==> config.mk <==
export PLATFORM = sky130hd
export DESIGN_NAME = i2c_slave_with_timeout
export DESIGN_NICKNAME = d
export VERILOG_FILES = /design/src/i2c_to_pkg.sv /design/src/timeout_if.sv /design/src/timeout_counter.sv /design/src/i2c_slave_with_timeout.sv
export SDC_FILE = /design/constraint.sdc
export NUM_CORES = 1
export LEC_CHECK = 0
export ABC_CLOCK_PERIOD_IN_PS = 4400
export BUFFER_PORTS_ARGS = -buffer_cell sky130_fd_sc_hd__clkbuf_2
export CORE_UTILIZATION = 29
export DETAILED_ROUTE_END_ITERATION = 12
export PLACE_DENSITY = 0.47
export RECOVER_POWER = 25
export SLEW_MARGIN = 20
export SYNTH_ARGS = -nofsm -noshare
export SYNTH_HDL_FRONTEND = slang
export SYNTH_SLANG_ARGS = --single-unit
==> constraint.sdc <==
create_clock -name core_clk -period 4.4 [get_ports core_clk]
set_input_delay 0.88 -clock core_clk [delete_from_list [all_inputs] [get_ports core_clk]]
set_output_delay 0.88 -clock core_clk [all_outputs]
set_load 0.01 [all_outputs]
==> src/i2c_to_pkg.sv <==
/*
  Shared constants of the I2C slave with bus time-out: register offsets, field positions,
  reset values, bus answers, slave states and the time-out clock figures.
  Assumes a 20 MHz core clock and a low-speed RC clock of nominal frequency below.
*/
`default_nettype none
package i2c_to_pkg;
  localparam int CORE_HZ = 20_000_000;
  localparam int LOW_SPEED_RC_CLOCK_HZ = 32_000;
  localparam int TO_PRESCALE = 32;
  localparam int TO_TICK_CYCLES = (CORE_HZ / LOW_SPEED_RC_CLOCK_HZ) * TO_PRESCALE;
  localparam int TO_SETTINGS = 64;

  localparam logic [4:0] OFS_DATA = 5'h00;
  localparam logic [4:0] OFS_OWN = 5'h04;
  localparam logic [4:0] OFS_CTL0 = 5'h08;
  localparam logic [4:0] OFS_SC1 = 5'h0C;
  localparam logic [4:0] OFS_TOC = 5'h10;

  localparam int CTL0_EN = 0;
  localparam logic [7:0] CTL0_POR = 8'h00;

  localparam int SC1_COMPLETE = 7;
  localparam int SC1_MATCH = 6;
  localparam int SC1_BUSY = 5;
  localparam int SC1_TXDIR = 4;
  localparam int SC1_TXACK = 3;
  localparam int SC1_READREQ = 2;
  localparam int SC1_SPARE = 1;
  localparam int SC1_RXACK = 0;
  localparam logic [7:0] SC1_POR = 8'h81;

  localparam int TOC_EN = 7;
  localparam int TOC_FLAG = 6;
  localparam logic [7:0] TOC_POR = 8'h00;

  localparam logic [1:0] RESP_OKAY = 2'h0;
  localparam logic [1:0] RESP_DECERR = 2'h3;

  typedef enum logic [2:0] {
    S_IDLE, S_ADDR, S_AACK, S_HOLD, S_DATA, S_DACK, S_WAIT
  } slv_state_e;
endpackage
`default_nettype wire

==> src/timeout_if.sv <==
/*
  Signals between the slave core and its time-out counter.
  Assumes both ends run on the same core clock.
*/
`default_nettype none
interface timeout_if;
  logic start;
  logic sclFall;
  logic stop;
  logic enable;
  logic [5:0] period;
  logic expire;
  modport ctl (output start, sclFall, stop, enable, period, input expire);
  modport unit (input start, sclFall, stop, enable, period, output expire);
endinterface
`default_nettype wire

==> src/timeout_counter.sv <==
/*
  Bus time-out counter: a divider makes the low-speed RC rate divided by 32 as an enable
  pulse, and whole periods of it are counted since the last SCL falling edge.
  Assumes all inputs are already in the core clock domain.
*/
`default_nettype none
module timeout_counter #(
  parameter int TICK_CYCLES = i2c_to_pkg::TO_TICK_CYCLES
) (
  // Clock and reset.
  input wire logic core_clk,
  input wire logic srst,
  // Link to the slave core.
  timeout_if.unit bus
);
  generate
    if (TICK_CYCLES < 1 || TICK_CYCLES > 1_000_000) begin : g_bad
      $error("TICK_CYCLES out of range");
    end
  endgenerate

  logic [19:0] pre_r, pre_nxt;
  logic [6:0] ticks_r, ticks_nxt;
  logic run_r, run_nxt;
  logic expire_r, expire_nxt;

  always_comb begin
    pre_nxt = pre_r;
    ticks_nxt = ticks_r;
    run_nxt = run_r;
    expire_nxt = 1'b0;
    if (!bus.enable || bus.stop) begin
      run_nxt = 1'b0;
    end else if (bus.start) begin
      run_nxt = 1'b1;
      pre_nxt = '0;
      ticks_nxt = '0;
    end else if (run_r) begin
      if (bus.sclFall) begin
        pre_nxt = '0;
        ticks_nxt = '0;
      end else if (pre_r == 20'(TICK_CYCLES - 1)) begin
        pre_nxt = '0;
        ticks_nxt = ticks_r + 7'h01;
        // Expiry after (setting + 1) whole slow periods.
        if (ticks_nxt == {1'b0, bus.period} + 7'h01) begin
          expire_nxt = 1'b1;
          run_nxt = 1'b0;
        end
      end else begin
        pre_nxt = pre_r + 20'h00001;
      end
    end
  end

  always_ff @(posedge core_clk) begin
    if (srst) begin
      pre_r <= '0;
      ticks_r <= '0;
      run_r <= 1'b0;
      expire_r <= 1'b0;
    end else begin
      pre_r <= pre_nxt;
      ticks_r <= ticks_nxt;
      run_r <= run_nxt;
      expire_r <= expire_nxt;
    end
  end

  assign bus.expire = expire_r;
endmodule
`default_nettype wire

==> src/i2c_slave_with_timeout.sv <==
/*
  I2C slave with bus time-out, registers reached over AXI4-Lite.
  Assumes SCL and SDA arrive asynchronously and are open-drain with external pull-ups;
  the far end is an ordinary I2C master.
*/
// Design decisions made here: the address map and the AXI4-Lite slave port.
`default_nettype none
module i2c_slave_with_timeout #(
  parameter int TICK_CYCLES = i2c_to_pkg::TO_TICK_CYCLES
) (
  // Clock and reset.
  input wire logic core_clk,
  input wire logic srst,
  // AXI4-Lite write channels.
  input wire logic awvalid,
  output logic awready,
  input wire logic [4:0] awaddr,
  input wire logic wvalid,
  output logic wready,
  input wire logic [31:0] wdata,
  input wire logic [3:0] wstrb,
  output logic bvalid,
  input wire logic bready,
  output logic [1:0] bresp,
  // AXI4-Lite read channels.
  input wire logic arvalid,
  output logic arready,
  input wire logic [4:0] araddr,
  output logic rvalid,
  input wire logic rready,
  output logic [31:0] rdata,
  output logic [1:0] rresp,
  // I2C pins, open drain.
  input wire logic sclIn,
  output logic sclOut,
  output logic sclOe,
  input wire logic sdaIn,
  output logic sdaOut,
  output logic sdaOe,
  // Event pulse on the shared I2C vector.
  output logic i2cEvent
);
  timeout_if toBus ();

  timeout_counter #(.TICK_CYCLES(TICK_CYCLES)) u_timeout (
    .core_clk(core_clk),
    .srst(srst),
    .bus(toBus)
  );

  // Pin synchronisers; the third stage only remembers the previous settled level.
  logic [2:0] sclSync_r, sdaSync_r;
  always_ff @(posedge core_clk) begin
    if (srst) begin
      sclSync_r <= 3'h7;
      sdaSync_r <= 3'h7;
    end else begin
      sclSync_r <= {sclSync_r[1:0], sclIn};
      sdaSync_r <= {sdaSync_r[1:0], sdaIn};
    end
  end
  logic scl, sda, sclRise, sclFall, startDet, stopDet;
  assign scl = sclSync_r[1];
  assign sda = sdaSync_r[1];
  assign sclRise = scl && !sclSync_r[2];
  assign sclFall = !scl && sclSync_r[2];
  assign startDet = scl && sclSync_r[2] && !sda && sdaSync_r[2];
  assign stopDet = scl && sclSync_r[2] && sda && !sdaSync_r[2];

  // AXI4-Lite slave.
  logic awHeld_r, awHeld_nxt, wHeld_r, wHeld_nxt, awready_r, awready_nxt;
  logic wready_r, wready_nxt, bvalid_r, bvalid_nxt, arready_r, arready_nxt;
  logic rvalid_r, rvalid_nxt, wLane_r, wLane_nxt;
  logic [4:0] awAddr_r, awAddr_nxt;
  logic [7:0] wData_r, wData_nxt;
  logic [1:0] bresp_r, bresp_nxt, rresp_r, rresp_nxt;
  logic [31:0] rdata_r, rdata_nxt;
  logic doWrite, rdFire;
  logic [7:0] sc1Val, tocVal, dat_r, own_r, ctl0_r;
  logic [5:0] tocPer_r;
  logic tocEn_r, tocFlag_r;

  function automatic logic mapped(input logic [4:0] a);
    mapped = (a == i2c_to_pkg::OFS_DATA) || (a == i2c_to_pkg::OFS_OWN) ||
             (a == i2c_to_pkg::OFS_CTL0) || (a == i2c_to_pkg::OFS_SC1) ||
             (a == i2c_to_pkg::OFS_TOC);
  endfunction

  assign tocVal = {tocEn_r, tocFlag_r, tocPer_r};
  assign rdFire = arvalid && arready_r;

  always_comb begin
    awHeld_nxt = awHeld_r;
    wHeld_nxt = wHeld_r;
    awAddr_nxt = awAddr_r;
    wData_nxt = wData_r;
    wLane_nxt = wLane_r;
    bvalid_nxt = bvalid_r;
    bresp_nxt = bresp_r;
    arready_nxt = arready_r;
    rvalid_nxt = rvalid_r;
    rdata_nxt = rdata_r;
    rresp_nxt = rresp_r;
    doWrite = 1'b0;
    if (awvalid && awready_r) begin
      awHeld_nxt = 1'b1;
      awAddr_nxt = awaddr;
    end
    if (wvalid && wready_r) begin
      wHeld_nxt = 1'b1;
      wData_nxt = wdata[7:0];
      wLane_nxt = wstrb[0];
    end
    if (bvalid_r && bready) begin
      bvalid_nxt = 1'b0;
    end
    if (awHeld_r && wHeld_r && !bvalid_r) begin
      doWrite = wLane_r && mapped(awAddr_r);
      bvalid_nxt = 1'b1;
      bresp_nxt = mapped(awAddr_r) ? i2c_to_pkg::RESP_OKAY : i2c_to_pkg::RESP_DECERR;
      awHeld_nxt = 1'b0;
      wHeld_nxt = 1'b0;
    end
    awready_nxt = !awHeld_nxt && !bvalid_nxt;
    wready_nxt = !wHeld_nxt && !bvalid_nxt;
    if (rvalid_r && rready) begin
      rvalid_nxt = 1'b0;
      arready_nxt = 1'b1;
    end
    if (rdFire) begin
      arready_nxt = 1'b0;
      rvalid_nxt = 1'b1;
      rresp_nxt = mapped(araddr) ? i2c_to_pkg::RESP_OKAY : i2c_to_pkg::RESP_DECERR;
      case (araddr)
        i2c_to_pkg::OFS_DATA: rdata_nxt = {24'h000000, dat_r};
        i2c_to_pkg::OFS_OWN: rdata_nxt = {24'h000000, own_r};
        i2c_to_pkg::OFS_CTL0: rdata_nxt = {24'h000000, ctl0_r};
        i2c_to_pkg::OFS_SC1: rdata_nxt = {24'h000000, sc1Val};
        i2c_to_pkg::OFS_TOC: rdata_nxt = {24'h000000, tocVal};
        default: rdata_nxt = 32'h00000000;
      endcase
    end
  end

  always_ff @(posedge core_clk) begin
    if (srst) begin
      awHeld_r <= 1'b0;
      wHeld_r <= 1'b0;
      awAddr_r <= 5'h00;
      wData_r <= 8'h00;
      wLane_r <= 1'b0;
      awready_r <= 1'b1;
      wready_r <= 1'b1;
      bvalid_r <= 1'b0;
      bresp_r <= 2'h0;
      arready_r <= 1'b1;
      rvalid_r <= 1'b0;
      rdata_r <= 32'h00000000;
      rresp_r <= 2'h0;
    end else begin
      awHeld_r <= awHeld_nxt;
      wHeld_r <= wHeld_nxt;
      awAddr_r <= awAddr_nxt;
      wData_r <= wData_nxt;
      wLane_r <= wLane_nxt;
      awready_r <= awready_nxt;
      wready_r <= wready_nxt;
      bvalid_r <= bvalid_nxt;
      bresp_r <= bresp_nxt;
      arready_r <= arready_nxt;
      rvalid_r <= rvalid_nxt;
      rdata_r <= rdata_nxt;
      rresp_r <= rresp_nxt;
    end
  end

  // Slave core state and registers.
  i2c_to_pkg::slv_state_e state_r, state_nxt;
  logic [2:0] bitCnt_r, bitCnt_nxt;
  logic [7:0] shift_r, shift_nxt, dat_nxt, own_nxt, ctl0_nxt;
  logic complete_r, complete_nxt, matched_r, matched_nxt, busy_r, busy_nxt;
  logic txDir_r, txDir_nxt, txAck_r, txAck_nxt, readReq_r, readReq_nxt;
  logic spare_r, spare_nxt, rxAck_r, rxAck_nxt;
  logic tocEn_nxt, tocFlag_nxt;
  logic [5:0] tocPer_nxt;
  logic sdaOe_r, sdaOe_nxt, sclOe_r, sclOe_nxt, event_r, event_nxt;
  logic toStart_r, toStart_nxt, toStop_r, toStop_nxt, low_r;
  logic dataWr, dataAcc;

  assign sc1Val = {complete_r, matched_r, busy_r, txDir_r, txAck_r, readReq_r, spare_r, rxAck_r};
  assign dataWr = doWrite && awAddr_r == i2c_to_pkg::OFS_DATA;
  assign dataAcc = dataWr || (rdFire && araddr == i2c_to_pkg::OFS_DATA);

  always_comb begin
    state_nxt = state_r;
    bitCnt_nxt = bitCnt_r;
    shift_nxt = shift_r;
    dat_nxt = dat_r;
    own_nxt = own_r;
    ctl0_nxt = ctl0_r;
    {complete_nxt, matched_nxt, busy_nxt, txDir_nxt} = sc1Val[7:4];
    {txAck_nxt, readReq_nxt, spare_nxt, rxAck_nxt} = sc1Val[3:0];
    tocEn_nxt = tocEn_r;
    tocFlag_nxt = tocFlag_r;
    tocPer_nxt = tocPer_r;
    sdaOe_nxt = sdaOe_r;
    sclOe_nxt = sclOe_r;
    event_nxt = 1'b0;
    toStart_nxt = 1'b0;
    toStop_nxt = 1'b0;
    if (doWrite) begin
      case (awAddr_r)
        i2c_to_pkg::OFS_DATA: dat_nxt = wData_r;
        i2c_to_pkg::OFS_OWN: own_nxt = wData_r;
        i2c_to_pkg::OFS_CTL0: ctl0_nxt = wData_r;
        i2c_to_pkg::OFS_SC1: begin
          txDir_nxt = wData_r[i2c_to_pkg::SC1_TXDIR];
          txAck_nxt = wData_r[i2c_to_pkg::SC1_TXACK];
          spare_nxt = wData_r[i2c_to_pkg::SC1_SPARE];
        end
        i2c_to_pkg::OFS_TOC: begin
          tocEn_nxt = wData_r[i2c_to_pkg::TOC_EN];
          tocPer_nxt = wData_r[5:0];
          if (!wData_r[i2c_to_pkg::TOC_FLAG]) begin
            tocFlag_nxt = 1'b0;
          end
        end
        default: ;
      endcase
    end
    // Releasing the held clock starts the next byte; a sent byte comes from the register.
    if (state_r == i2c_to_pkg::S_HOLD && dataAcc) begin
      sclOe_nxt = 1'b0;
      complete_nxt = 1'b0;
      matched_nxt = 1'b0;
      state_nxt = i2c_to_pkg::S_DATA;
      bitCnt_nxt = 3'h0;
      shift_nxt = dataWr ? wData_r : dat_r;
      sdaOe_nxt = txDir_r && !shift_nxt[7];
    end
    if (startDet) begin
      busy_nxt = 1'b1;
      sdaOe_nxt = 1'b0;
      sclOe_nxt = 1'b0;
      bitCnt_nxt = 3'h0;
      state_nxt = ctl0_r[i2c_to_pkg::CTL0_EN] ? i2c_to_pkg::S_ADDR : i2c_to_pkg::S_WAIT;
    end else if (stopDet) begin
      busy_nxt = 1'b0;
      sdaOe_nxt = 1'b0;
      sclOe_nxt = 1'b0;
      toStop_nxt = 1'b1;
      state_nxt = i2c_to_pkg::S_IDLE;
    end else if (sclRise) begin
      case (state_r)
        i2c_to_pkg::S_ADDR: begin
          shift_nxt = {shift_r[6:0], sda};
          bitCnt_nxt = bitCnt_r + 3'h1;
          if (bitCnt_r == 3'h7) begin
            if (shift_r[6:0] == own_r[7:1]) begin
              readReq_nxt = sda;
              matched_nxt = 1'b1;
              event_nxt = 1'b1;
              toStart_nxt = 1'b1;
              state_nxt = i2c_to_pkg::S_AACK;
            end else begin
              state_nxt = i2c_to_pkg::S_WAIT;
            end
          end
        end
        i2c_to_pkg::S_DATA: begin
          shift_nxt = txDir_r ? shift_r : {shift_r[6:0], sda};
          bitCnt_nxt = bitCnt_r + 3'h1;
          if (bitCnt_r == 3'h7) begin
            complete_nxt = 1'b1;
            event_nxt = 1'b1;
            if (!txDir_r) begin
              dat_nxt = {shift_r[6:0], sda};
            end
            state_nxt = i2c_to_pkg::S_DACK;
          end
        end
        i2c_to_pkg::S_DACK: begin
          if (txDir_r) begin
            rxAck_nxt = sda;
          end
        end
        default: ;
      endcase
    end else if (sclFall) begin
      case (state_r)
        i2c_to_pkg::S_DATA: begin
          if (txDir_r) begin
            shift_nxt = {shift_r[6:0], 1'b0};
            sdaOe_nxt = !shift_r[6];
          end
        end
        i2c_to_pkg::S_AACK, i2c_to_pkg::S_DACK: begin
          if (bitCnt_r == 3'h0) begin
            bitCnt_nxt = 3'h1;
            if (state_r == i2c_to_pkg::S_AACK) begin
              sdaOe_nxt = 1'b1;
            end else begin
              sdaOe_nxt = !txDir_r && !txAck_r;
            end
          end else begin
            sdaOe_nxt = 1'b0;
            if (state_r == i2c_to_pkg::S_DACK && txDir_r && rxAck_r) begin
              state_nxt = i2c_to_pkg::S_WAIT;
            end else begin
              sclOe_nxt = 1'b1;
              state_nxt = i2c_to_pkg::S_HOLD;
            end
          end
        end
        default: ;
      endcase
    end
    // Time-out wins over everything; data, address and control 0 keep their values.
    if (toBus.expire) begin
      {complete_nxt, matched_nxt, busy_nxt, txDir_nxt} = i2c_to_pkg::SC1_POR[7:4];
      {txAck_nxt, readReq_nxt, spare_nxt, rxAck_nxt} = i2c_to_pkg::SC1_POR[3:0];
      tocEn_nxt = 1'b0;
      tocFlag_nxt = 1'b1;
      event_nxt = 1'b1;
      sdaOe_nxt = 1'b0;
      sclOe_nxt = 1'b0;
      bitCnt_nxt = 3'h0;
      state_nxt = i2c_to_pkg::S_IDLE;
    end
  end

  always_ff @(posedge core_clk) begin
    if (srst) begin
      state_r <= i2c_to_pkg::S_IDLE;
      bitCnt_r <= 3'h0;
      shift_r <= 8'h00;
      dat_r <= 8'h00;
      own_r <= 8'h00;
      ctl0_r <= i2c_to_pkg::CTL0_POR;
      {complete_r, matched_r, busy_r, txDir_r} <= i2c_to_pkg::SC1_POR[7:4];
      {txAck_r, readReq_r, spare_r, rxAck_r} <= i2c_to_pkg::SC1_POR[3:0];
      {tocEn_r, tocFlag_r, tocPer_r} <= i2c_to_pkg::TOC_POR;
      sdaOe_r <= 1'b0;
      sclOe_r <= 1'b0;
      event_r <= 1'b0;
      toStart_r <= 1'b0;
      toStop_r <= 1'b0;
      low_r <= 1'b0;
    end else begin
      state_r <= state_nxt;
      bitCnt_r <= bitCnt_nxt;
      shift_r <= shift_nxt;
      dat_r <= dat_nxt;
      own_r <= own_nxt;
      ctl0_r <= ctl0_nxt;
      {complete_r, matched_r, busy_r, txDir_r} <= {complete_nxt, matched_nxt, busy_nxt, txDir_nxt};
      {txAck_r, readReq_r, spare_r, rxAck_r} <= {txAck_nxt, readReq_nxt, spare_nxt, rxAck_nxt};
      {tocEn_r, tocFlag_r, tocPer_r} <= {tocEn_nxt, tocFlag_nxt, tocPer_nxt};
      sdaOe_r <= sdaOe_nxt;
      sclOe_r <= sclOe_nxt;
      event_r <= event_nxt;
      toStart_r <= toStart_nxt;
      toStop_r <= toStop_nxt;
      low_r <= 1'b0;
    end
  end

  // The pins are only ever pulled low, so no START can come from here.
  assign toBus.start = toStart_r;
  assign toBus.sclFall = sclFall;
  assign toBus.stop = toStop_r;
  assign toBus.enable = tocEn_r;
  assign toBus.period = tocPer_r;

  assign awready = awready_r;
  assign wready = wready_r;
  assign bvalid = bvalid_r;
  assign bresp = bresp_r;
  assign arready = arready_r;
  assign rvalid = rvalid_r;
  assign rdata = rdata_r;
  assign rresp = rresp_r;
  assign sclOut = low_r;
  assign sclOe = sclOe_r;
  assign sdaOut = low_r;
  assign sdaOe = sdaOe_r;
  assign i2cEvent = event_r;
endmodule
`default_nettype wire

# --- After elaboration in Yosys (flattened, before gate mapping) ---
# Cells that the tools add are included.
# Widths: inputs -> output; s select.
word_totals:
  output_inout_bits: 46
  register_bits: 151
  in_bits: 55
  wordCells: 252
op_classes:
  add_sub_neg: 4
  n_reduce_logical: 74
  mux: 107
  bitwise_logic: 7
  n_eq_ne: 19
ops:
  columns: ["operator", "n"]
  rows:
  - ["$mux 8", 17]
  - ["$mux 20", 4]
  - ["$mux 3", 19]
  - ["$mux 1", 56]
  - ["$pmux 8 s5", 1]
  - ["$mux 7", 4]
  - ["$logic_and 1x1->1", 24]
  - ["$add 20x1->20 const B", 1]
  - ["$eq 20x15->1 const B", 1]
  - ["$eq 5x4->1 const B", 4]
  - ["$pmux 8 s2", 1]
  - ["$eq 7x7->1", 2]
  - ["$logic_not 1->1", 13]
  - ["$eq 5x3->1 const B", 2]
  - ["$eq 5x5->1 const B", 2]
  - ["$logic_not 5->1", 2]
  - ["$logic_or 1x1->1", 10]
  - ["$reduce_and 2->1", 5]
  - ["$reduce_bool 2->1", 5]
  - ["$reduce_or 2->1", 5]
  - ["$eq 3x3->1 const B", 3]
  - ["$add 6x1->7 const B", 1]
  - ["$add 7x1->7 const B", 1]
  - ["$not 1->1", 7]
  - ["17 further kinds", 21]

# --- Longest topological paths before layout ---
# Gate-level depths: netlist of the first run.
depth:
  word_depth: 17
  depth_mapped: 9
  depth_no_buf: 8

# --- Hierarchy ---
# From an unflattened synthesis of the first run, not the netlist that was laid out.
unflattened:
  hier_cells: 725
  area_unflattened_um2: 6190.9
modules_own_cells:
  columns: ["module", "seq_area_each_um2", "area_per_inst_um2", "instances", "cells_each"]
  rows:
  - ["i2c_slave_with_timeout", 1901.8, 4398.0, 1, 510]
  - ["timeout_counter", 580.6, 1793.0, 1, 215]

# --- Worst setup path after synthesis of the first run ---
# OpenSTA, ideal clock, no wires.
synth_path:
  path_kind: "input port to flip-flop"
  startpoint: "input port araddr[3]"
  endpoint: "register sdaOe_r, in the netlist sdaOe"
  required_time_ps: 4280
  setup_slack_ps: 1724
  n_path_buf: 1
  arrival_time_ps: 2556
  setup_ps: 120
  cell_stages: 7
  path_cell_list: "or3_1 or4_4 a21o_1 clkbuf_1 a21oi_1 nor3_1 a211o_1"
synth_via:
  elab_chain_cells: 9
synth_lines:
  columns: ["element", "line", "source"]
  rows:
  - ["from (decl)", "i2c_slave_with_timeout.sv:28", "input wire logic [4:0] araddr,"]
  - ["$logic_not 5->1 *", "i2c_slave_with_timeout.sv:192", "assign dataAcc = dataWr || (rdFire && araddr == i2c_to_pkg::OFS_DATA);"]
  - ["$logic_and 1x1->1 *", "i2c_slave_with_timeout.sv:192", null]
  - ["$logic_or 1x1->1 *", "i2c_slave_with_timeout.sv:192", null]
  - ["$logic_and 1x1->1 *", "i2c_slave_with_timeout.sv:232", "if (state_r == i2c_to_pkg::S_HOLD && dataAcc) begin"]
  - ["$mux 1 *", "i2c_slave_with_timeout.sv:232", null]
  - ["$mux 1", "i2c_slave_with_timeout.sv:292", "if (txDir_r) begin"]
  - ["$pmux 1 s2", "i2c_slave_with_timeout.sv:290", "case (state_r)"]
  - ["$mux 1", "i2c_slave_with_timeout.sv:289", "end else if (sclFall) begin"]
  - ["$mux 1 *", "i2c_slave_with_timeout.sv:253", "end else if (sclRise) begin"]
  - ["to (signal assigned)", "i2c_slave_with_timeout.sv:359", "sdaOe_r <= sdaOe_nxt;"]
  - ["to (decl)", "i2c_slave_with_timeout.sv:186", "logic sdaOe_r, sdaOe_nxt, sclOe_r, sclOe_nxt, event_r, event_nxt;"]
# Every way passes the cells marked *; elsewhere a longest branch is shown, timed or not.
# A chain may end at the register's enable or synchronous reset.

# --- Final worst setup path of the first run ---
layout_path:
  startpoint: "register bvalid_r, in the netlist bvalid"
  endpoint: "register shift_r[1]"
layout_via:
  elab_chain_cells: 13
  word_cells_on_any_way: 15
  classes_between: "mux (10); reduce/logical (5)"
layout_lines:
  columns: ["element", "line", "source"]
  rows:
  - ["from (decl)", "i2c_slave_with_timeout.sv:72", "logic wready_r, wready_nxt, bvalid_r, bvalid_nxt, arready_r, arready_nxt;"]
  - ["from (signal assigned)", "i2c_slave_with_timeout.sv:168", "bvalid_r <= bvalid_nxt;"]
  - ["$logic_not 1->1 *", "i2c_slave_with_timeout.sv:117", "if (awHeld_r && wHeld_r && !bvalid_r) begin"]
  - ["$logic_and 1x1->1 *", "i2c_slave_with_timeout.sv:117", null]
  - ["$mux 1 *", "i2c_slave_with_timeout.sv:117", null]
  - ["$logic_and 1x1->1 *", "i2c_slave_with_timeout.sv:191", "assign dataWr = doWrite && awAddr_r == i2c_to_pkg::OFS_DATA;"]
  - ["$logic_or 1x1->1", "i2c_slave_with_timeout.sv:192", null]
  - ["$logic_and 1x1->1", "i2c_slave_with_timeout.sv:232", null]
  - ["$mux 8 *", "i2c_slave_with_timeout.sv:232", null]
  - ["$mux 8", "i2c_slave_with_timeout.sv:292", null]
  - ["$mux 8", "i2c_slave_with_timeout.sv:290", null]
  - ["$mux 8", "i2c_slave_with_timeout.sv:289", null]
  - ["$mux 8", "i2c_slave_with_timeout.sv:253", null]
  - ["$mux 8", "i2c_slave_with_timeout.sv:247", "end else if (stopDet) begin"]
  - ["$mux 8 *", "i2c_slave_with_timeout.sv:241", "if (startDet) begin"]
  - ["to (signal assigned)", "i2c_slave_with_timeout.sv:352", "shift_r <= shift_nxt;"]
  - ["to (decl)", "i2c_slave_with_timeout.sv:180", "logic [7:0] shift_r, shift_nxt, dat_nxt, own_nxt, ctl0_nxt;"]
# Marked as above.

==> results of run 1 <==
## routing by layer
layer | GRT usage (%) | routed length (um) | vias to the layer above
li1 | - | - | 2494
met1 | 20.33 | 7181 | 2382
met2 | 25.81 | 7252 | 139
met3 | 4.272 | 845 | 14
met4 | 4.986 | 156 | 0
met5 | 0 | 0 | -
## layout make-up
class | instances | area, um^2 | area share [%]
Timing Repair Buffer | 50 | 254.0 | 3.745
Inverter | 17 | 63.81 | 0.9408
Antenna cell | 2 | 5.005 | 0.07379
Sequential cell | 124 | 2482 | 36.60
Clock buffer | 18 | 429.2 | 6.327
Multi-Input combinational cell | 526 | 3095 | 45.64
Tap cell | 265 | 331.6 | 4.888
Clock inverter | 13 | 121.4 | 1.789
## worst max path at each step
stage	slack, ns	cells after the start	to
final	1.71	6	shift_r[1]$_SDFFE_PP0P_
after global routing	1.47	6	shift_r[4]$_SDFFE_PP0P_
after CTS	1.69	6	shift_r[1]$_SDFFE_PP0P_
after detailed placement	1.35	7	shift_r[1]$_SDFFE_PP0P_
after global placement	1.37	7	rdata[3]$_SDFFE_PP0P_
after floorplan	1.72	7	sdaOe$_SDFF_PP0_
## logic make-up after synthesis
group	after synthesis	share of synthesized area, %
compound gates	161	17.16
xor+xnor	35	5.449
fa+ha+maj	6	1.277
buf+inv	75	6.705
flops	124	42.23
mux	26	4.449
other cells	1	0.06380
simple gates	272	22.67
## state kept, by name (all words and copies together) (netlist names), 3 cells and up
register and flops:
own_r 8, sclSync_r 3, u_timeout.ticks_r 7, state_r 3
awAddr_r 5, ctl0_r 8, rdata 8, u_timeout.pre_r 20
bitCnt_r 3, sdaSync_r 3, toBus.period 6, wData_r 8
dat_r 8, shift_r 7
## metrics by stage
| step | hold slack (ns) | power, W | worst slack (ns) | util, % | cells |
|---|---|---|---|---|---|
| after floorplan | 0.3895 | 0.001286 | 1.724 | - | 725 |
| after global placement | 0.3936 | 0.001318 | 1.365 | 31.70 | 982 |
| after detailed placement | 0.3964 | 0.001320 | 1.346 | 31.70 | 982 |
| after CTS | 0.4146 | 0.002636 | 1.690 | 34.50 | 1013 |
| after global routing | 0.4336 | 0.002711 | 1.474 | 34.49 | 1013 |
| final | 0.4107 | 0.002604 | 1.712 | 34.51 | 1015 |
## report_power, final
part	internal (W)	switching, W
combinational	0.0000391	0.0000828
sequential	0.00114	0.0000281
clock	0.000775	0.000534
## placed cells by master (no fill, tap or decap), types with 13 or more instances in the layout
cell / n
a21oi_1: 66
xor2_1: 18
xnor2_1: 16
nand3_1: 24
and3_1: 13
nor3_1: 14
clkbuf_2: 44
o21ai_0: 26
mux2i_1: 25
clkbuf_16: 17
conb_1: 26
nor2_1: 83
nand2_1: 73
dfxtp_1: 124
inv_1: 17
==> results.md, run 1 <==
- The main flop type after synthesis is dfxtp_1.
- Summed over all failing endpoints, the final setup total negative slack is 0 ns.
- VDD sags by at most 0.0002386 V.
- At the end of routability-driven placement, the weighted congestion stood at 0.7752.
- Once the clock tree was built, the resizer swapped 0 gates to a different size.
- The worst clock skew on the final layout is 0.01368 ns.
- The cell area after layout is 6783 um^2.
- The synthesized design spends more area on one cell type than any other, namely dfxtp_1.
- The per-cell via count in the routed design is 4.955.
- Fill cells in the final layout number 2101.
- STA classifies the critical path endpoint as a flop.
- In the final routed layout, each cell accounts on average for 15.21 um.
- The share of synthesized registers carrying an async set or reset is 0%.
- The via count of the first global-routing pass is 4775.
- In the post-synthesis netlist, the biggest area contributors are dfxtp_1 42%, a21oi_1 5.6%, nor2_1 5.3%.
- CTS saw 124 sinks.
- The global-route total usage across every layer is 15.89%.
- At the later pin of the worst-skew pair, clock insertion delay measures 0.43 ns.
- The cell row count is 51.
- The count of final max-slew check failures is 0.
- The arrival time of data at the critical path endpoint is 3.04 ns.
- For this configuration, the core starts out at a cell density of 29.91%.
- The total cell area at the placement stage is 6231 um^2.
- The leakage power figure is 2.698 nW.
- The number of placed I/O pins is 101.
- The power density over cell area is 384.0 nW/um^2.
- The hold violation total from the final report is 0.
- The final critical path takes up 61.10% of the cycle.
- The area of the die is 20840 um^2.
- Entering global routing, the biggest net connects 71 pins.
- Summing every instance area after synthesis gives 5878 um^2.
- The most critical setup path has its startpoint at bvalid$_SDFF_PP0_.
- The detailed router finished its first iteration with 431 violations.
- Buffers inserted to repair hold after CTS numbered 0.
- The reg-to-reg setup timing slack is 1.71 ns.
- The number of enable-type register cells in the synthesized netlist is 0.
- The commonest cells after synthesis are 124 x dfxtp_1, 83 x nor2_1, 73 x nand2_1.
- The die is 144.4 um tall.
- The sequential element share of the synthesized area is 42.23%.
- Max-cap violations in this run came to 0.
- Measured along the x axis, the die boundary spans 144.4 um.
- The register bit total from synthesis is 124.
- The slew at the pin closest to its max-slew limit is 0.9596 ns.
- The final layout contains routed wiring with a total length of 15.44 mm.
- The library cell used as clock root buffer is clkbuf_16.
- The smallest clock period supported by the final layout is computed as 2.688 ns.
- During placement, the flow inserted port buffers numbering 47.
- The area share of the largest cell type after synthesis is 42.23%.
- The worst min-delay path endpoint is sclSync_r[1]$_SDFF_PP1_.
- The largest single stage delay on the critical path is 0.65 ns.
- Along the worst path, the maximum fanout reaches 14.
- The final route contains 5029 vias.
- Counting both buffers and inverters, the worst setup path holds a total of 0.
- Setup violations remaining at the end of the flow were counted as 0.
- In this run the standard cell core region covers 19650 um^2.
- The worst setup path is of the flop to flop kind.
- The worst endpoint required time is 4.76 ns.
- Among cell families on the critical path, the largest total delay comes from compound AO/OA/AOI/OAI gates.
- Walking the worst path, the cells encountered are and3b_1, nand4_1, a21o_1, a21boi_1, o21ai_0, a21oi_1.
- The sort of element at the start of the critical path is a flop.
- From synthesis to final layout, the design area changed by 15.39%.
- For this run, the detailed router's first-pass iteration total came to 6.
- Clock-pin slew was measured on the worst setup and hold paths at 0.06 ns.
- The most common cell in the synthesized netlist is dfxtp_1.
- The endpoint of the most critical register-to-register path is shift_r[1]$_SDFFE_PP0P_.
- The wire length of the first global-routing pass is 25.12 mm.
- The final layout net count is 797.
- The number of antenna violations at the first check in global routing came to 2.
- Of the cells placed in the final design, the portion with a size suffix greater than 1 is 12.03%.
- Setup repair after global routing left no endpoint under its margin.
- Counting every instance in the synthesized netlist gives 700.
- The TritonCTS clock tree is done.
- The mean instance size in the synthesized netlist is 8.397 um^2.
- The worst min-delay path category is flop to flop.
- The maximum level of the CTS H-tree is 4.
- Measured against its own limit, the worst slew margin works out to 35.89%.
- Counting distinct cell types in the post-synthesis netlist gives 61.
- In this run the critical register-to-register path is launched from bvalid$_SDFF_PP0_.
- The worst hold path cell count is 1.
- Measured in cells, the most critical reg-to-reg path has a length of 6.
- The flow ran to the end, and the final reports show no timing, DRC or antenna violations.
- For this run, the number of Yosys warnings is 0.
- The post-CTS setup buffer count is 0.
- The wire-length estimate of the detail-placed layout is 11.14 mm.
- The number of design rule violations left after detail routing is 0.
- The number of buffers inserted during clock tree synthesis is 17.
- The cell with the largest stage delay on the worst path is nand4_1.
- In this run the remaining antenna-violating nets after routing total 0.
- The total overflow left after global routing is 0.
- In this run the deepest clock path goes through 2 buffers.
- Derived from the worst setup path, the maximum achievable clock frequency is 372.0 MHz.
- In this run the most critical hold path is launched from sclSync_r[0]$_SDFF_PP1_.
Power figures use the tool's default switching activity.
==> inputs of run 2 (changes only) <==
- ABC_AREA: default -> 1
- ABC_CLOCK_PERIOD_IN_PS: 4400 -> 2200
- PLACE_DENSITY: 0.47 -> 0.48
- clock period: 4.4 -> 2.2 ns (I/O delays scaled with it)
==> results.md, run 2 <==
- The run finished with clean final reports.
- For this run, the top clock speed supported by timing is 517.2 MHz.
- The switching power of the nets is 0.001298 W (+100%).
- The total via count after detailed routing is 5633 (+12%).
- The buffer levels on the longest clock path is 2 (unchanged).
- The average wire per standard cell is 13.50 um (-11%).
- The maximum net fanout on the critical path is 40 (+26).
- The number of antenna violations at the first check in global routing was 0 (-2).
- The tightest hold margin was 0.2192 ns (-0.1915 ns).
- The register bit total from synthesis was 124 (unchanged).
- The number of enable-type register cells in the synthesized netlist is 0 (unchanged).
- The leakage power figure is 3.137 nW (+16%).
- The cell row count is 53 (+3.9%).
- The largest incremental delay on the critical path is 0.64 ns (about the same).
- The cts-stage hold buffer count is 0 (unchanged).
- The share of cells above drive strength 1 is 13.97% (+1.9 points).
- The number of flip-flops under the largest register name is 20 (unchanged).
- The worst min-delay path endpoint is sdaSync_r[0]$_SDFF_PP1_.
- The worst hold path cell count is 2 (+1).
- The fill cell instance count of the final layout is 2328 (+11%).
- The cell taking the most area after synthesis is dfxtp_1.
- In the synthesized netlist the dominant register cell turns out to be dfxtp_1.
- The worst path buffer plus inverter count was 4 (+4).
- The count of input and output buffers is 47 (unchanged).
- The startpoint-to-endpoint class of the critical path is input pin to flop.
- The sum of internal, switching and leakage power is 0.005733 W (+120%).
- The endpoint of the most critical register-to-register path is u_timeout.ticks_r[0]$_SDFFE_PP0P_.
- The gate count of the mapped netlist is 893 (+28%).
- The area of the die is 22540 um^2 (+8.1%).
- The insertion delay to the later sink of the worst-skew pair was 0.42 ns (about the same).
- TritonCTS built the clock tree.
- The maximum level of the CTS H-tree is 4 (unchanged).
- The count of final max-slew check failures is 0 (unchanged).
- Leaving out fill and tap cells, the most frequent cells in the layout are 157 x nand2_1, 124 x dfxtp_1, 113 x inv_1, 92 x nor2_1, 89 x o21ai_0.
- In this design, the largest share of critical-path delay is due to buffers and inverters.
- The area share of the largest cell type after synthesis was 39.02% (-3.2 points).
- The iteration-0 DRC count of the detailed router is 329 (-24%).
- The reg-to-reg setup timing slack is 0.38 ns (-1.33 ns).
- The detailed-routing iteration count for the pre-antenna-repair pass is 5 (-1).
- The worst endpoint required time is 2.54 ns (-2.22 ns).
- The number of design rule violations left after detail routing is 0 (unchanged).
- The sort of element at the start of the critical path is an input pin.
- The total cell area at the placement stage is 6797 um^2 (+9.1%).
- In this run the most critical hold path is launched from sdaIn.
- The aggregate global routing overflow is 0 (unchanged).
- The critical path goes through clkbuf_1, clkbuf_1, inv_1, clkbuf_2, o21ai_0, a21oi_1.
- The sequential element share of the synthesized area is 39.02% (-3.2 points).
- The number of buffers inserted during clock tree synthesis is 17 (unchanged).
- The final layout net count is 1007 (+26%).
- The number of placed I/O pins was 101 (unchanged).
- The final-report setup violation count is 0 (unchanged).
- The area growth from synthesis to layout is 16.13%.
- The most used standard cell by instance count after synthesis is nand2_1.
- The setup total negative slack is 0 ns (unchanged).
- The slew at the pin closest to its max-slew limit is 0.7982 ns (-0.1614 ns).
- After synthesis, the cell types taking the most area are dfxtp_1 39%, nand2_1 9.3%, o21ai_0 7.0%.
- The maximum number of pins on one net before global-route repair is 41 (-42%).
- The start of the worst register-to-register path is u_timeout.pre_r[0]$_SDFFE_PP0P_.
- The critical path endpoint category is a flop.
- The half-perimeter wire length after detailed placement is 12.75 mm (+14%).
- The share of synthesized registers carrying an async set or reset is 0% (unchanged).
- The starting density of the core is 29.89% (about the same).
- The worst path uses 87.88% of the clock period.
- Leaving out fill and tap cells, the most frequent cell in the layout is nand2_1.
- The via count of the first global-routing pass is 5262 (+10%).
- The library cell used as clock root buffer is clkbuf_16.
- The mean instance size in the synthesized netlist is 7.125 um^2 (-15%).
- The internal power of the cells is 0.004435 W (+130%).
- Setup repair after global routing left no endpoint under its margin.
- The arrival time of data at the critical path endpoint is 2.27 ns (-0.77 ns).
- The switching fraction of total power is 22.64% (-2.1 points).
- The global placement routability congestion came to 0.8376 (+8.0%).
- The peak supply drop is 0.0004015 V (+68%).
- The clock-pin slew on the worst setup and hold paths is 0.05 ns (about the same).
- The worst min-delay path category is input pin to flop.
- The global-route total usage across every layer is 15.82% (-0.067 points).
- The worst slew margin relative to its limit is 46.79% (+11 points).
- The most used cell along the critical path is clkbuf_1.
- The unique cell type count in the Yosys netlist is 45 (-26%).
- The per-cell via count in the routed design is 4.565 (-7.9%).
- The count of yosys warnings during synthesis is 0 (unchanged).
- The vertical extent of the die was 150.1 um (+4.0%).
- The total wirelength of the detailed-routed design came to 16.66 mm (+8.0%).
- The cell count of the worst reg-to-reg path is 7 (+1).
- Among all stages on the critical path, the largest delay is contributed by clkbuf_2.
- The post-synth design cell area is 6362 um^2 (+8.2%).
- The post-CTS setup buffer count is 0 (unchanged).
- The count of antenna-violating nets left after detailed routing is 0 (unchanged).
- The proportion of power drawn by the clock network is 53.4% (+3.1 points).
- The power share of the sequential group is 40.9% (-4.1 points).
- The power density over cell area is 775.9 nW/um^2 (+100%).
- The worst clock skew on the final layout is 0.008378 ns (-0.005303 ns).
- The combinational fraction of design power is 5.6% (+0.9 points).
- The count of cells resized by post-cts repair was 0 (unchanged).
- The width of the die is 150.1 um (+4.0%).
- The wire length of the first global-routing pass is 27.45 mm (+9.3%).
- The post-layout minimum cycle time is 1.933 ns.
- The number of maximum-capacitance constraint violations was 0 (unchanged).
- By count the netlist is led by 157 x nand2_1, 124 x dfxtp_1, 113 x inv_1.
- The number of diodes is 0 (-2).
- u_timeout.pre_r holds more flip-flops than any other register.
- The core area was 21290 um^2 (+8.3%).
- The hold violation total from the final report was 0 (unchanged).
- The cell area after layout is 7388 um^2 (+8.9%).
- The number of clock sinks seen by CTS is 124 (unchanged).
-- run 2: cell types whose count changed after synthesis, moves of 10 or more --
cell / previous run / this run
inv_1: 17 / 113
nand2_1: 73 / 157
o21ai_0: 26 / 89
mux2i_1: 25 / 0
nand3_1: 24 / 45
clkbuf_1: 27 / 9
and3_1: 13 / 0
inv_2: 0 / 12
xnor2_1: 16 / 5
nand4_1: 7 / 17
-- run 2: cell type report --
cell class / instances / area [um^2] / share of cell area, %
clock buffers: 21 / 450.4 / 6.097
repair buffers: 57 / 292.8 / 3.963
well taps: 275 / 344.1 / 4.657
inverters: 127 / 478.0 / 6.469
clock inverters: 11 / 191.4 / 2.591
multi-input cells: 619 / 3149 / 42.62
flip-flops and latches: 124 / 2482 / 33.60
-- run 2: logic make-up after synthesis --
group / after synthesis / synth area share (%)
other: 1 / 0.05894
AO/OA/AOI/OAI: 194 / 16.58
XOR/XNOR: 19 / 2.616
adder cells (fa/ha/maj): 6 / 1.180
AND/OR/NAND/NOR: 374 / 27.91
buffers and inverters: 175 / 12.64
flip-flops: 124 / 39.02
-- run 2: worst max-delay path by stage --
stage | cells past startpoint | startpoint | slack (ns) | end
finish | 6 | srst | 0.27 | ctl0_r[0]$_SDFFE_PP0P_
global route | 7 | u_timeout.pre_r[0]$_SDFFE_PP0P_ | 0.05 | u_timeout.ticks_r[0]$_SDFFE_PP0P_
CTS | 7 | u_timeout.pre_r[0]$_SDFFE_PP0P_ | 0.38 | u_timeout.ticks_r[0]$_SDFFE_PP0P_
detailed placement | 10 | araddr[1] | 0.37 | sdaOe$_SDFF_PP0_
global placement | 6 | araddr[1] | 0.39 | rdata[1]$_SDFFE_PP0P_
floorplan | 10 | u_timeout.pre_r[0]$_SDFFE_PP0P_ | 0.71 | u_timeout.pre_r[16]$_SDFFE_PP0P_
-- run 2: power by group through the flow --
stage | Clock (W) | Sequential [W] | Combinational, W
2_1_floorplan | 0 | 0.00238 | 0.000251
3_3_place_gp | 0 | 0.00240 | 0.000335
3_5_place_dp | 0 | 0.00240 | 0.000335
4_1_cts | 0.00314 | 0.00235 | 0.000337
5_1_grt | 0.00324 | 0.00235 | 0.000373
6_report | 0.00306 | 0.00235 | 0.000323
-- run 2: layer usage --
layer  up-vias  share of wire (%)  global-route usage, %
met2       114                 42                  23.33
met3        16                4.5                  3.364
met5         -                  0                      0
met1      2541                 52                  22.85
met4         0                1.1                  4.646
li1       2962                  -                      -
-- run 2: stage by stage --
step	cells	setup slack, ns	utilization (%)
4_1_cts	1234	0.3788	34.94
2_1_floorplan	918	0.7100	-
5_1_grt	1234	0.04771	34.71
6_report	1234	0.2667	34.71
3_3_place_gp	1202	0.3855	31.93
3_5_place_dp	1202	0.3684	31.93
==> inputs of run 3 (changes only) <==
- CTS_BUF_LIST: default -> sky130_fd_sc_hd__clkbuf_8 sky130_fd_sc_hd__clkbuf_16
==> results.md, run 3 (synthesized netlist as in run 2, its figures left out) <==
- The power share of the sequential group came to 41.0% (about the same).
- The count of input and output buffers is 47 (unchanged).
- The area of the die was 22540 um^2 (unchanged).
- The reg-to-reg setup timing slack is 0.38 ns (about the same).
- The number of antenna violations at the first check in global routing is 0 (unchanged).
- The switching power of the nets is 0.001299 W (about the same).
- The tightest hold margin was 0.2190 ns (-0.0001570 ns).
- The final layout net count came to 1007 (unchanged).
- The library cell used most frequently in the layout, excluding fill and tap cells, is nand2_1.
- The combinational fraction of design power is 5.7% (about the same).
- The post-CTS setup buffer count is 0 (unchanged).
- The number of placed I/O pins is 101 (unchanged).
- The hold violation total from the final report is 0 (unchanged).
- The final design utilization is 34.71% (unchanged).
- The switching fraction of total power is 22.71% (+0.072 points).
- The half-perimeter wire length after detailed placement is 12.75 mm (unchanged).
- The cell area after layout is 7388 um^2 (unchanged).
- The post-layout minimum cycle time is 1.934 ns (+0.0004930 ns).
- The arrival time of data at the critical path endpoint is 2.27 ns (about the same).
- The power density over cell area is 774.2 nW/um^2 (-0.23%).
- The iteration-0 DRC count of the detailed router is 329 (unchanged).
- The share of the clock period used by the worst path is 87.90% (about the same).
- The proportion of power drawn by the clock network is 53.3% (about the same).
- The worst endpoint required time is 2.54 ns (about the same).
- The peak supply drop is 0.0004014 V (about the same).
- The worst hold path belongs to the class input pin to flop.
- Traced cell by cell, the critical path runs through clkbuf_1, clkbuf_1, inv_1, clkbuf_2, o21ai_0, a21oi_1.
- The number of clock sinks seen by CTS is 124 (unchanged).
- The wire length on met2 is 6.993 mm (about the same).
- Grouping stages by cell kind, the critical path spends the most delay in buffers and inverters.
- The cell row count is 53 (unchanged).
- The register with the most flip-flops in the final layout is u_timeout.pre_r.
- The wire length of the first global-routing pass is 27.45 mm (unchanged).
- The average wire per standard cell was 13.51 um (about the same).
- The top achievable clock speed came to 517.1 MHz (about the same).
- The count of cells resized by post-cts repair is 0 (unchanged).
- The maximum number of pins on one net before global-route repair is 41 (unchanged).
- The area growth from synthesis to layout is 16.13% (unchanged).
- The cell with the largest stage delay on the worst path is clkbuf_2.
- The sum of internal, switching and leakage power is 0.005720 W (-0.23%).
- The count of antenna-violating nets left after detailed routing is 0 (unchanged).
- The worst clock skew on the final layout was 0.008378 ns (-0.00000006000 ns).
- The number of design rule violations left after detail routing is 0 (unchanged).
- The count of final max-slew check failures is 0 (unchanged).
- The detailed-routing iteration count for the pre-antenna-repair pass is 5 (unchanged).
- The vertical extent of the die is 150.1 um (unchanged).
- Setup repair after global routing left no endpoint under its margin.
- The setup total negative slack was 0 ns (unchanged).
- The final-report setup violation count is 0 (unchanged).
- The width of the die was 150.1 um (unchanged).
- The global placement routability congestion is 0.8376 (unchanged).
- The library cell used as clock root buffer is clkbuf_16.
- The number of maximum-capacitance constraint violations was 0 (unchanged).
- The slew at the pin closest to its max-slew limit was 0.7986 ns (+0.0004103 ns).
- The insertion delay to the later sink of the worst-skew pair was 0.42 ns (about the same).
- The met3 wire length is 749 um (+0.40%).
- The leakage power figure is 3.150 nW (+0.40%).
- The total cell area at the placement stage is 6797 um^2 (unchanged).
- The maximum net fanout on the critical path is 40 (unchanged).
- In the layout the commonest cells are 157 x nand2_1, 124 x dfxtp_1, 116 x inv_1, 92 x nor2_1, 89 x o21ai_0.
- The per-cell via count in the routed design was 4.566 (about the same).
- TritonCTS built the clock tree.
- The number of buffers inserted during clock tree synthesis came to 17 (unchanged).
- The worst path buffer plus inverter count is 4 (unchanged).
- The startpoint-to-endpoint class of the critical path is input pin to flop.
- The run finished with clean final reports.
- The buffer levels on the longest clock path came to 2 (unchanged).
- The global-route total usage across every layer is 15.82% (unchanged).
- The worst slew margin relative to its limit was 46.76% (about the same).
- The starting density of the core came to 29.89% (unchanged).
- The largest incremental delay on the critical path was 0.64 ns (about the same).
- The number of flip-flops under the largest register name came to 20 (unchanged).
- The highest layer touched by signal routing is met4.
- The fill cell instance count of the final layout was 2328 (unchanged).
- The cts-stage hold buffer count is 0 (unchanged).
- The total via count after detailed routing is 5635 (+0.036%).
- The maximum level of the CTS H-tree is 4 (unchanged).
- The internal power of the cells is 0.004421 W (-0.32%).
- The aggregate global routing overflow is 0 (unchanged).
- The most used cell along the critical path is clkbuf_1.
- The via count of the first global-routing pass is 5262 (unchanged).
- The clock-pin slew on the worst setup and hold paths was 0.05 ns (about the same).
- STA classifies the critical path endpoint as a flop.
- The core area came to 21290 um^2 (unchanged).
- The share of cells above drive strength 1 is 13.97% (unchanged).
- The number of diodes came to 0 (unchanged).
- The met1 layer wirelength in the final routing came to 8.746 mm (about the same).
- The total wirelength of the detailed-routed design came to 16.67 mm (about the same).
- STA classifies the critical path startpoint as an input pin.
-- run 3: cell count changes in the layout (fill, tap and decap cells not counted) --
| cell | previous run | this run |
|---|---|---|
| clkbuf_1 | 11 | 8 |
| inv_1 | 113 | 116 |
-- run 3: final timing paths --
kind,start,end,cells after the start
min,sdaIn,sdaSync_r[0]$_SDFF_PP1_,2
min reg2reg,sclSync_r[0]$_SDFF_PP1_,sclSync_r[1]$_SDFF_PP1_,1
max,srst,ctl0_r[0]$_SDFFE_PP0P_,6
max reg2reg,u_timeout.pre_r[0]$_SDFFE_PP0P_,u_timeout.ticks_r[0]$_SDFFE_PP0P_,7
-- run 3: per-layer routing --
metal | global-route usage, % | vias up
met3 | 3.364 | 16
met1 | 22.85 | 2541
met2 | 23.33 | 116
li1 | - | 2962
met4 | 4.646 | 0
met5 | 0 | -
-- run 3: power groups by stage --
stage	clock network, W	logic (W)	registers, W
after floorplan	0	0.000251	0.00238
after global placement	0	0.000335	0.00240
after detailed placement	0	0.000335	0.00240
after CTS	0.00312	0.000337	0.00235
after global routing	0.00323	0.000373	0.00235
final	0.00305	0.000324	0.00235
-- run 3: area by class of cell --
class | instances | area [um^2] | area share, %
multi-input combinational | 619 | 3149 | 42.62
sequential | 124 | 2482 | 33.60
inverter | 127 | 478.0 | 6.469
clock buffer | 18 | 439.2 | 5.944
tap | 275 | 344.1 | 4.657
timing repair buffer | 57 | 292.8 | 3.963
clock inverter | 14 | 202.7 | 2.743
-- run 3: stage by stage --
step | setup WS [ns] | std cells
6_report | 0.2662 | 1234
3_3_place_gp | 0.3855 | 1202
2_1_floorplan | 0.7100 | 918
5_1_grt | 0.04771 | 1234
4_1_cts | 0.3788 | 1234
3_5_place_dp | 0.3684 | 1202
